[config.mk]
export PLATFORM = sky130hd
export DESIGN_NAME = cwh_central_flat
export DESIGN_NICKNAME = d
export VERILOG_FILES = /design/src/cwh_pkg.sv /design/src/cwh_link_if.sv /design/src/cwh_central.sv /design/src/flat_wrapper.sv
export VERILOG_INCLUDE_DIRS = /design/src
export SDC_FILE = /design/constraint.sdc
export NUM_CORES = 1
export LEC_CHECK = 0
export ABC_AREA = 1
export CORE_UTILIZATION = 58
export DETAILED_ROUTE_END_ITERATION = 10
export DONT_BUFFER_PORTS = 1
export PLACE_DENSITY_LB_ADDON = 0.15
export RECOVER_POWER = 100
export SKIP_CTS_REPAIR_TIMING = 1
export SYNTH_ARGS = -nofsm -noshare
export SYNTH_HDL_FRONTEND = slang
export SYNTH_SLANG_ARGS = --single-unit
[constraint.sdc]
create_clock -name mclk -period 1.9 [get_ports mclk]
set_clock_uncertainty 0.05 [all_clocks]
set_input_delay 0.285 -clock mclk [delete_from_list [all_inputs] [get_ports mclk]]
set_output_delay 0.285 -clock mclk [all_outputs]
set_load 0.02 [all_outputs]
[src/cwh_regs.svh]
// constants for the codeword handshake link and its two ends
`ifndef CWH_REGS_SVH
`define CWH_REGS_SVH

`define CWH_CLK_MHZ        200
`define CWH_CONFIRM_MS     2000
`define CWH_LAMP_MS        20000
`define CWH_STRIKE_MS      5000
`define CWH_MAX_TRIES      3'h4
`define CWH_CW_W           8
`define CWH_HALF_W         4
`define CWH_LFSR_SEED      16'hACE1
`define CWH_ERR_HANDSHAKE  8'h01
`define CWH_FLASH_BIT      26

`endif

[src/cwh_pkg.sv]
// shared types of the codeword handshake link
package cwh_pkg;

   typedef enum logic [2:0] {
      CWH_MSG_ARM_REQ = 3'h0,
      CWH_MSG_DATA1   = 3'h1,
      CWH_MSG_CONF1   = 3'h2,
      CWH_MSG_DATA2   = 3'h3,
      CWH_MSG_CONF2   = 3'h4,
      CWH_MSG_OK      = 3'h5,
      CWH_MSG_DIGIT   = 3'h6,
      CWH_MSG_STRIKE  = 3'h7
   } cwh_msg_e;

   typedef enum logic [2:0] {
      CWH_C_POWERUP = 3'h0,
      CWH_C_IDLE    = 3'h1,
      CWH_C_START   = 3'h2,
      CWH_C_SEND    = 3'h3,
      CWH_C_WAIT    = 3'h4,
      CWH_C_NEXT    = 3'h5
   } cwh_cstate_e;

endpackage : cwh_pkg

[src/cwh_link_if.sv]
// message link between the central processor and the keypad units
interface cwh_link_if #(
   parameter int UNIT_W = 1
);
   logic                  c2k_valid;
   cwh_pkg::cwh_msg_e     c2k_type;
   logic [UNIT_W-1:0]     c2k_unit;
   logic [7:0]            c2k_data;
   logic                  k2c_valid;
   cwh_pkg::cwh_msg_e     k2c_type;
   logic [UNIT_W-1:0]     k2c_unit;
   logic [7:0]            k2c_data;

   modport central (
      output c2k_valid, c2k_type, c2k_unit, c2k_data,
      input  k2c_valid, k2c_type, k2c_unit, k2c_data
   );

   modport keypad (
      input  c2k_valid, c2k_type, c2k_unit, c2k_data,
      output k2c_valid, k2c_type, k2c_unit, k2c_data
   );
endinterface : cwh_link_if

[src/cwh_central.sv]
// central processor end: codeword handshake with every keypad unit, digit decoding
// Functional notes
// - both ends share one eight-bit codeword
// - keypad xors digits with alternating codeword halves
// - central decodes digits with matching half
// - new random codeword on arming and power-up
// - handshake data rides in data field
// - keypad sends arm request on button, door closed
// - handshake each keypad unit in turn
// - begin with upper half in first data
// - keypad holds first half, echoes it
// - resend on timeout or bad echo, four tries
// - fourth failure: abandon, push error, keep codeword
// - then send lower half, same retry scheme
// - keypad adopts both halves, echoes second
// - abort after four failed second-half tries
// - adopt codeword, send acknowledge, next unit
// - acknowledge carries system trouble bit
// - keypad lamp twenty seconds, flashing on trouble
// - keypad sends each encoded digit separately
// - fourth matching digit disarms, sends release
// - keypad strike five seconds plus lamp
`include "cwh_regs.svh"
module cwh_central #(
   parameter int          NUM_UNITS   = 2,
   parameter int          UNIT_W      = 1,
   parameter logic [31:0] CONFIRM_CYC = 32'(64'(`CWH_CONFIRM_MS) * 64'(`CWH_CLK_MHZ) * 64'd1000)
) (
   input  wire logic                            mclk,
   input  wire logic                            rst_b,
   cwh_link_if.central                          lk,
   input  wire logic                            arm_cmd,
   input  wire logic                            trouble,
   input  wire logic [15:0]                     combination,
   output logic                                 armed,
   output logic                                 busy,
   output logic                                 disarm_pulse,
   output logic                                 err_push,
   output logic [7:0]                           err_code,
   output logic [UNIT_W-1:0]                    err_unit,
   output logic [NUM_UNITS-1:0][7:0]            codewords
);
   localparam logic [UNIT_W-1:0] LAST_UNIT = UNIT_W'(NUM_UNITS - 1);

   typedef struct packed {
      cwh_pkg::cwh_cstate_e        st;
      logic                        half;
      logic [2:0]                  tries;
      logic [31:0]                 timer;
      logic [UNIT_W-1:0]           unit;
      logic [7:0]                  new_cw;
      logic [NUM_UNITS-1:0][7:0]   cw;
      logic                        armed;
      logic                        arm_after;
      logic                        pend_arm;
      logic [1:0]                  dcnt;
      logic                        dmatch;
      logic [15:0]                 lfsr;
      logic                        tx_v;
      cwh_pkg::cwh_msg_e           tx_t;
      logic [UNIT_W-1:0]           tx_u;
      logic [7:0]                  tx_d;
      logic                        err;
      logic [UNIT_W-1:0]           err_u;
      logic                        disarm;
   } cwh_central_s;

   cwh_central_s q;
   cwh_central_s d;
   logic         rx;
   logic         from_unit;
   logic         conf_type;
   logic [3:0]   sent_half;
   logic [7:0]   ucw;
   logic [3:0]   dec;
   logic [3:0]   want;
   logic         hit;

   always_comb begin
      d         = q;
      d.tx_v    = 1'b0;
      d.err     = 1'b0;
      d.disarm  = 1'b0;
      // free-running lfsr, sampled once per unit as the fresh codeword
      d.lfsr    = {q.lfsr[14:0], q.lfsr[15] ^ q.lfsr[13] ^ q.lfsr[12] ^ q.lfsr[10]};
      rx        = lk.k2c_valid;
      from_unit = rx && (lk.k2c_unit == q.unit);
      conf_type = lk.k2c_type == (q.half ? cwh_pkg::CWH_MSG_CONF2 : cwh_pkg::CWH_MSG_CONF1);
      sent_half = q.half ? q.new_cw[3:0] : q.new_cw[7:4];
      ucw       = q.cw[lk.k2c_unit];
      dec       = lk.k2c_data[3:0] ^ (q.dcnt[0] ? ucw[3:0] : ucw[7:4]);
      want      = combination[4'(15 - 4 * int'(q.dcnt)) -: 4];
      hit       = (q.dcnt == 2'h0 || q.dmatch) && (dec == want);
      unique case (q.st)
         cwh_pkg::CWH_C_POWERUP: begin
            d.unit      = '0;
            d.arm_after = 1'b0;
            d.st        = cwh_pkg::CWH_C_START;
         end
         cwh_pkg::CWH_C_IDLE: begin
            if (q.pend_arm) begin
               d.pend_arm  = 1'b0;
               d.arm_after = 1'b1;
               d.unit      = '0;
               d.st        = cwh_pkg::CWH_C_START;
            end else if (rx && lk.k2c_type == cwh_pkg::CWH_MSG_DIGIT) begin
               d.dmatch = hit;
               d.dcnt   = q.dcnt + 2'h1;
               if (q.dcnt == 2'h3 && hit && q.armed) begin
                  d.armed  = 1'b0;
                  d.disarm = 1'b1;
                  d.tx_v   = 1'b1;
                  d.tx_t   = cwh_pkg::CWH_MSG_STRIKE;
                  d.tx_u   = lk.k2c_unit;
                  d.tx_d   = {7'h00, trouble};
               end
            end
         end
         cwh_pkg::CWH_C_START: begin
            d.new_cw = q.lfsr[7:0];
            d.half   = 1'b0;
            d.tries  = 3'h0;
            d.st     = cwh_pkg::CWH_C_SEND;
         end
         cwh_pkg::CWH_C_SEND: begin
            d.tx_v  = 1'b1;
            d.tx_t  = q.half ? cwh_pkg::CWH_MSG_DATA2 : cwh_pkg::CWH_MSG_DATA1;
            d.tx_u  = q.unit;
            d.tx_d  = {4'h0, sent_half};
            d.tries = q.tries + 3'h1;
            d.timer = CONFIRM_CYC;
            d.st    = cwh_pkg::CWH_C_WAIT;
         end
         cwh_pkg::CWH_C_WAIT: begin
            d.timer = q.timer - 32'h1;
            if (from_unit && conf_type && lk.k2c_data[3:0] == sent_half) begin
               if (!q.half) begin
                  d.half  = 1'b1;
                  d.tries = 3'h0;
                  d.st    = cwh_pkg::CWH_C_SEND;
               end else begin
                  d.cw[q.unit] = q.new_cw;
                  d.tx_v       = 1'b1;
                  d.tx_t       = cwh_pkg::CWH_MSG_OK;
                  d.tx_u       = q.unit;
                  d.tx_d       = {7'h00, trouble};
                  d.st         = cwh_pkg::CWH_C_NEXT;
               end
            end else if ((from_unit && conf_type) || q.timer == 32'h1) begin
               // bad echo resends at once rather than waiting out the timer
               if (q.tries == `CWH_MAX_TRIES) begin
                  d.err   = 1'b1;
                  d.err_u = q.unit;
                  d.st    = cwh_pkg::CWH_C_NEXT;
               end else begin
                  d.st = cwh_pkg::CWH_C_SEND;
               end
            end
         end
         cwh_pkg::CWH_C_NEXT: begin
            if (q.unit == LAST_UNIT) begin
               d.armed = q.armed | q.arm_after;
               d.st    = cwh_pkg::CWH_C_IDLE;
            end else begin
               d.unit = q.unit + UNIT_W'(1);
               d.st   = cwh_pkg::CWH_C_START;
            end
         end
         default: d.st = cwh_pkg::CWH_C_IDLE;
      endcase
      // a request arriving during a handshake is held, set wins over the clear
      if (arm_cmd || (rx && lk.k2c_type == cwh_pkg::CWH_MSG_ARM_REQ)) d.pend_arm = 1'b1;
   end

   always_ff @(posedge mclk or negedge rst_b) begin
      if (!rst_b) begin
         q      <= '0;
         q.lfsr <= `CWH_LFSR_SEED;
      end else begin
         q <= d;
      end
   end

   assign armed        = q.armed;
   assign busy         = q.st != cwh_pkg::CWH_C_IDLE;
   assign disarm_pulse = q.disarm;
   assign err_push     = q.err;
   assign err_code     = `CWH_ERR_HANDSHAKE;
   assign err_unit     = q.err_u;
   assign codewords    = q.cw;
   assign lk.c2k_valid = q.tx_v;
   assign lk.c2k_type  = q.tx_t;
   assign lk.c2k_unit  = q.tx_u;
   assign lk.c2k_data  = q.tx_d;
endmodule : cwh_central

[src/flat_wrapper.sv]
// flat-port wrapper written by rule: the top's interface ports become plain ports
module cwh_central_flat 
#(
   parameter int          NUM_UNITS   = 2,
   parameter int          UNIT_W      = 1,
   parameter logic [31:0] CONFIRM_CYC = 32'(64'(`CWH_CONFIRM_MS) * 64'(`CWH_CLK_MHZ) * 64'd1000)
)
  (mclk, rst_b, arm_cmd, trouble, combination, armed, busy, disarm_pulse, err_push, err_code, err_unit, codewords, lk_c2k_valid, lk_c2k_type, lk_c2k_unit, lk_c2k_data, lk_k2c_valid, lk_k2c_type, lk_k2c_unit, lk_k2c_data);
  cwh_link_if #(.UNIT_W(UNIT_W)) lk_i ();
  input  wire logic mclk;
  input  wire logic rst_b;
  input  wire logic arm_cmd;
  input  wire logic trouble;
  input  wire logic [15:0] combination;
  output logic armed;
  output logic busy;
  output logic disarm_pulse;
  output logic err_push;
  output logic [7:0] err_code;
  output logic [UNIT_W-1:0] err_unit;
  output logic [NUM_UNITS-1:0][7:0] codewords;
  output wire logic [$bits(lk_i.c2k_valid)-1:0] lk_c2k_valid;
  output wire logic [$bits(lk_i.c2k_type)-1:0] lk_c2k_type;
  output wire logic [$bits(lk_i.c2k_unit)-1:0] lk_c2k_unit;
  output wire logic [$bits(lk_i.c2k_data)-1:0] lk_c2k_data;
  input wire logic [$bits(lk_i.k2c_valid)-1:0] lk_k2c_valid;
  input wire logic [$bits(lk_i.k2c_type)-1:0] lk_k2c_type;
  input wire logic [$bits(lk_i.k2c_unit)-1:0] lk_k2c_unit;
  input wire logic [$bits(lk_i.k2c_data)-1:0] lk_k2c_data;
  assign lk_c2k_valid = lk_i.c2k_valid;
  assign lk_c2k_type = lk_i.c2k_type;
  assign lk_c2k_unit = lk_i.c2k_unit;
  assign lk_c2k_data = lk_i.c2k_data;
  assign lk_i.k2c_valid = lk_k2c_valid;
  assign lk_i.k2c_type = lk_k2c_type;
  assign lk_i.k2c_unit = lk_k2c_unit;
  assign lk_i.k2c_data = lk_k2c_data;
  cwh_central #(.NUM_UNITS(NUM_UNITS), .UNIT_W(UNIT_W), .CONFIRM_CYC(CONFIRM_CYC)) u_core (.mclk(mclk), .rst_b(rst_b), .lk(lk_i), .arm_cmd(arm_cmd), .trouble(trouble), .combination(combination), .armed(armed), .busy(busy), .disarm_pulse(disarm_pulse), .err_push(err_push), .err_code(err_code), .err_unit(err_unit), .codewords(codewords));
endmodule
==> reports/results.ini <==
[worst_setup_path]
critPathLaunchType = register
worstPathRequired_ps = 2110
cp_top_family = simple AND/OR/NAND/NOR gates
critPathBufInv = 1
crit_fanout = 8
critPathMaxStageDelay_ps = 500
path_cells = nand2_1 > o21ai_0 > buf_4 > xor2_1 > nor2_2 > nand3_4 > nor2_8 > nand3_4 > nand2_1 > o21ai_2
crit_type = reg -> reg
worst_setup_path_end_kind = register
slowest_stage = dfrtp_2
cp.arrival_ps = 2210

[worst_hold_path]
hold_class = in -> async

[placement]
io_buffer_count = 0
dp_cells = 779
place_area_sq_um = 5490
place_hpwl_microns = 8050
pre_cts_ws_ps = -150
gp_congestion = 0.878

[sta]
rsz0062_at_grt = true
period_needed_ps = 2010
final-hold-violation-count = 98
fmax_mhz = 498
setup_tns_ps = -1740
slew_viol_final = 0
timing.hold.ws_ps = -442
worst_slack_ps = -107
setup_viol = 26
period_share_pct = 106

[global_route]
grt_max_degree = 99
antenna_found_initial = 0
grt_pass1_vias = 4006
gr-usage-all-layers_pct = 24.7
grt_overflow = 0
grt_pass1_wl_microns = 18700

[floorplanning]
die_x_microns = 97.0
rows = 34
core_region_area_sq_um = 8720
io_pins = 75
start_util_pct = 60.1
die_y_microns = 97.0
die-area_sq_um = 9410

[synthesis]
synth.yosys.seq_area_share_pct = 47.0
ys_ff_latch = 98
post_synth.cell_area_avg_sq_um = 8.03
synth_cell_types = 39
synth_area_sq_um = 5240
synthCells = 652
synth_warnings = 0

[clock_tree]
clock_latency_ps = 370
htree_levels = 3
cts_tree = built
clk_pin_slew_worst_paths_ps = 100
cts_buffer_depth = 2
cts_buffers = 9
clkSinkCount = 98
cts-root-buf = clkbuf_8

[power_and_ir_drop]
powerDensity_nw_per_um2 = 1130
cellLeakagePower_nw = 3.00
peakVddDrop_mv = 0.922
finalPower_mw = 6.77

[route]
wl_met3_microns = 573
wl_met1_microns = 5320
finalWirelength_microns = 11800
num_vias = 4388
drt-initial-drc-count = 290
drt-pass1-iter-count = 7
met2WireLength_microns = 5720
wl_per_cell_microns = 14.6
vias_per_cell = 5.42
drc = 0
ant_nets = 0
top_layer = met4

[cells_and_area]
layout-drive-gt1-share_pct = 21.2
layoutNonFillerInstCount = 810
antenna_cells = 0
final_util_pct = 69.0
fin_nets = 736
synthToLayoutAreaGrowth_pct = 14.8
fin_area_sq_um = 6010

[job]
drv_cap = 0

[run_status]
violations = hold timing, setup timing
status = finished, violations left

[cells by family (layout without fill, tap and decap cells)]
logic type               Yosys count  after routing  synth area share [%]
other                              2             12                 0.143
adder cells (fa/ha/maj)            6              6                  1.43
buffers and inverters            129            167                  12.7
XOR/XNOR                          10             10                  1.67
AO/OA/AOI/OAI                    100            100                  11.1
AND/OR/NAND/NOR                  307            309                  26.0
flip-flops                        98             98                  47.0
[registers in the layout (all words and copies together) (netlist names)]
signal / flops
u_core.armed: 1
u_core.codewords: 16
u_core.d: 15
u_core.disarm_pulse: 1
u_core.err_push: 1
u_core.err_unit: 1
u_core.lk.c2k_data: 4
u_core.lk.c2k_type: 3
u_core.lk.c2k_unit: 1
u_core.lk.c2k_valid: 1
u_core.q: 54
[cell type report]
cell class / instances / area [sq um]
multi-input cells: 437 / 2410
fillers: 691 / 2710
repair buffers: 72 / 504
flip-flops and latches: 98 / 2470
clock buffers: 11 / 131
clock inverters: 5 / 63.8
well taps: 108 / 135
inverters: 79 / 299
[power breakdown]
| part | leakage, nW | switching [mW] | internal (mW) |
|---|---|---|---|
| clock | 0.0941 | 0.733 | 0.620 |
| sequential | 1.25 | 0.286 | 2.32 |
| combinational | 1.66 | 1.70 | 1.11 |
[path summary, 6_finish.rpt]
check	slack, ps	cells after the start	from	end
worst max register to register	-110	10	u_core.q[98]	u_core.codewords[1]
max in group asynchronous	2020	0	rst_b	u_core.q[31]
worst max-delay path	-110	10	u_core.q[98]	u_core.codewords[1]
worst min-delay path	-440	0	rst_b	u_core.q[90]
worst min register to register	310	0	u_core.d[26]	u_core.d[27]
min in group mclk	10	2	lk_k2c_valid	u_core.q[35]
[synth_stat cells, drive strengths merged]
cell    number  area (sq um)
buf         44           343
clkbuf       6          23.8
inv         79           297
nand3b       4          30.0
nand3       47           285
nand2      171           647
o22ai        3          18.8
nor3        11          60.1
nor4         4          25.0
nor2        60           251
or2          2          12.5
dfstp        8           210
a22oi        1          7.51
o21a         1          7.51
xnor2        2          17.5
dfrtp       90          2250
conb         2          7.51
a21o         4          30.0
o211ai       1          7.51
o21bai       1          7.51
a21oi       22           114
ha           6          75.1
nand4        8          50.1
o21ai       67           388
xor2         8          70.1
[per-layer routing]
layer  global-route usage (%)  vias to the layer above
met3                     4.12                       21
li1                         -                     2126
met1                     34.4                     2114
met2                     38.3                      127
met4                     10.4                        0
met5                        0                        -
[placed cells by master (no fill, tap or decap), types with 8 or more instances in the layout]
cell,netlist,routed
inv_1,75,72
nand2_1,169,159
dfrtp_1,90,86
a21oi_1,21,17
conb_1,2,12
clkbuf_8,0,9
nor2_1,55,49
nand2_2,2,9
nand4_1,8,8
nand3_1,43,37
o21ai_0,49,41
buf_4,36,46
o21ai_2,14,15
nor3_1,10,8
clkbuf_1,5,19
o21ai_1,4,9
[worst register-to-register path, stage by stage, from the launching register on]
cell and delay (ps):
dfrtp_2 500, nand2_1 80, o21ai_0 90, buf_4 160
xor2_1 140, nor2_2 130, nand3_4 140, nor2_8 240
nand3_4 180, nand2_1 130, o21ai_2 60
No activity file was read; power rests on OpenSTA's default activity.
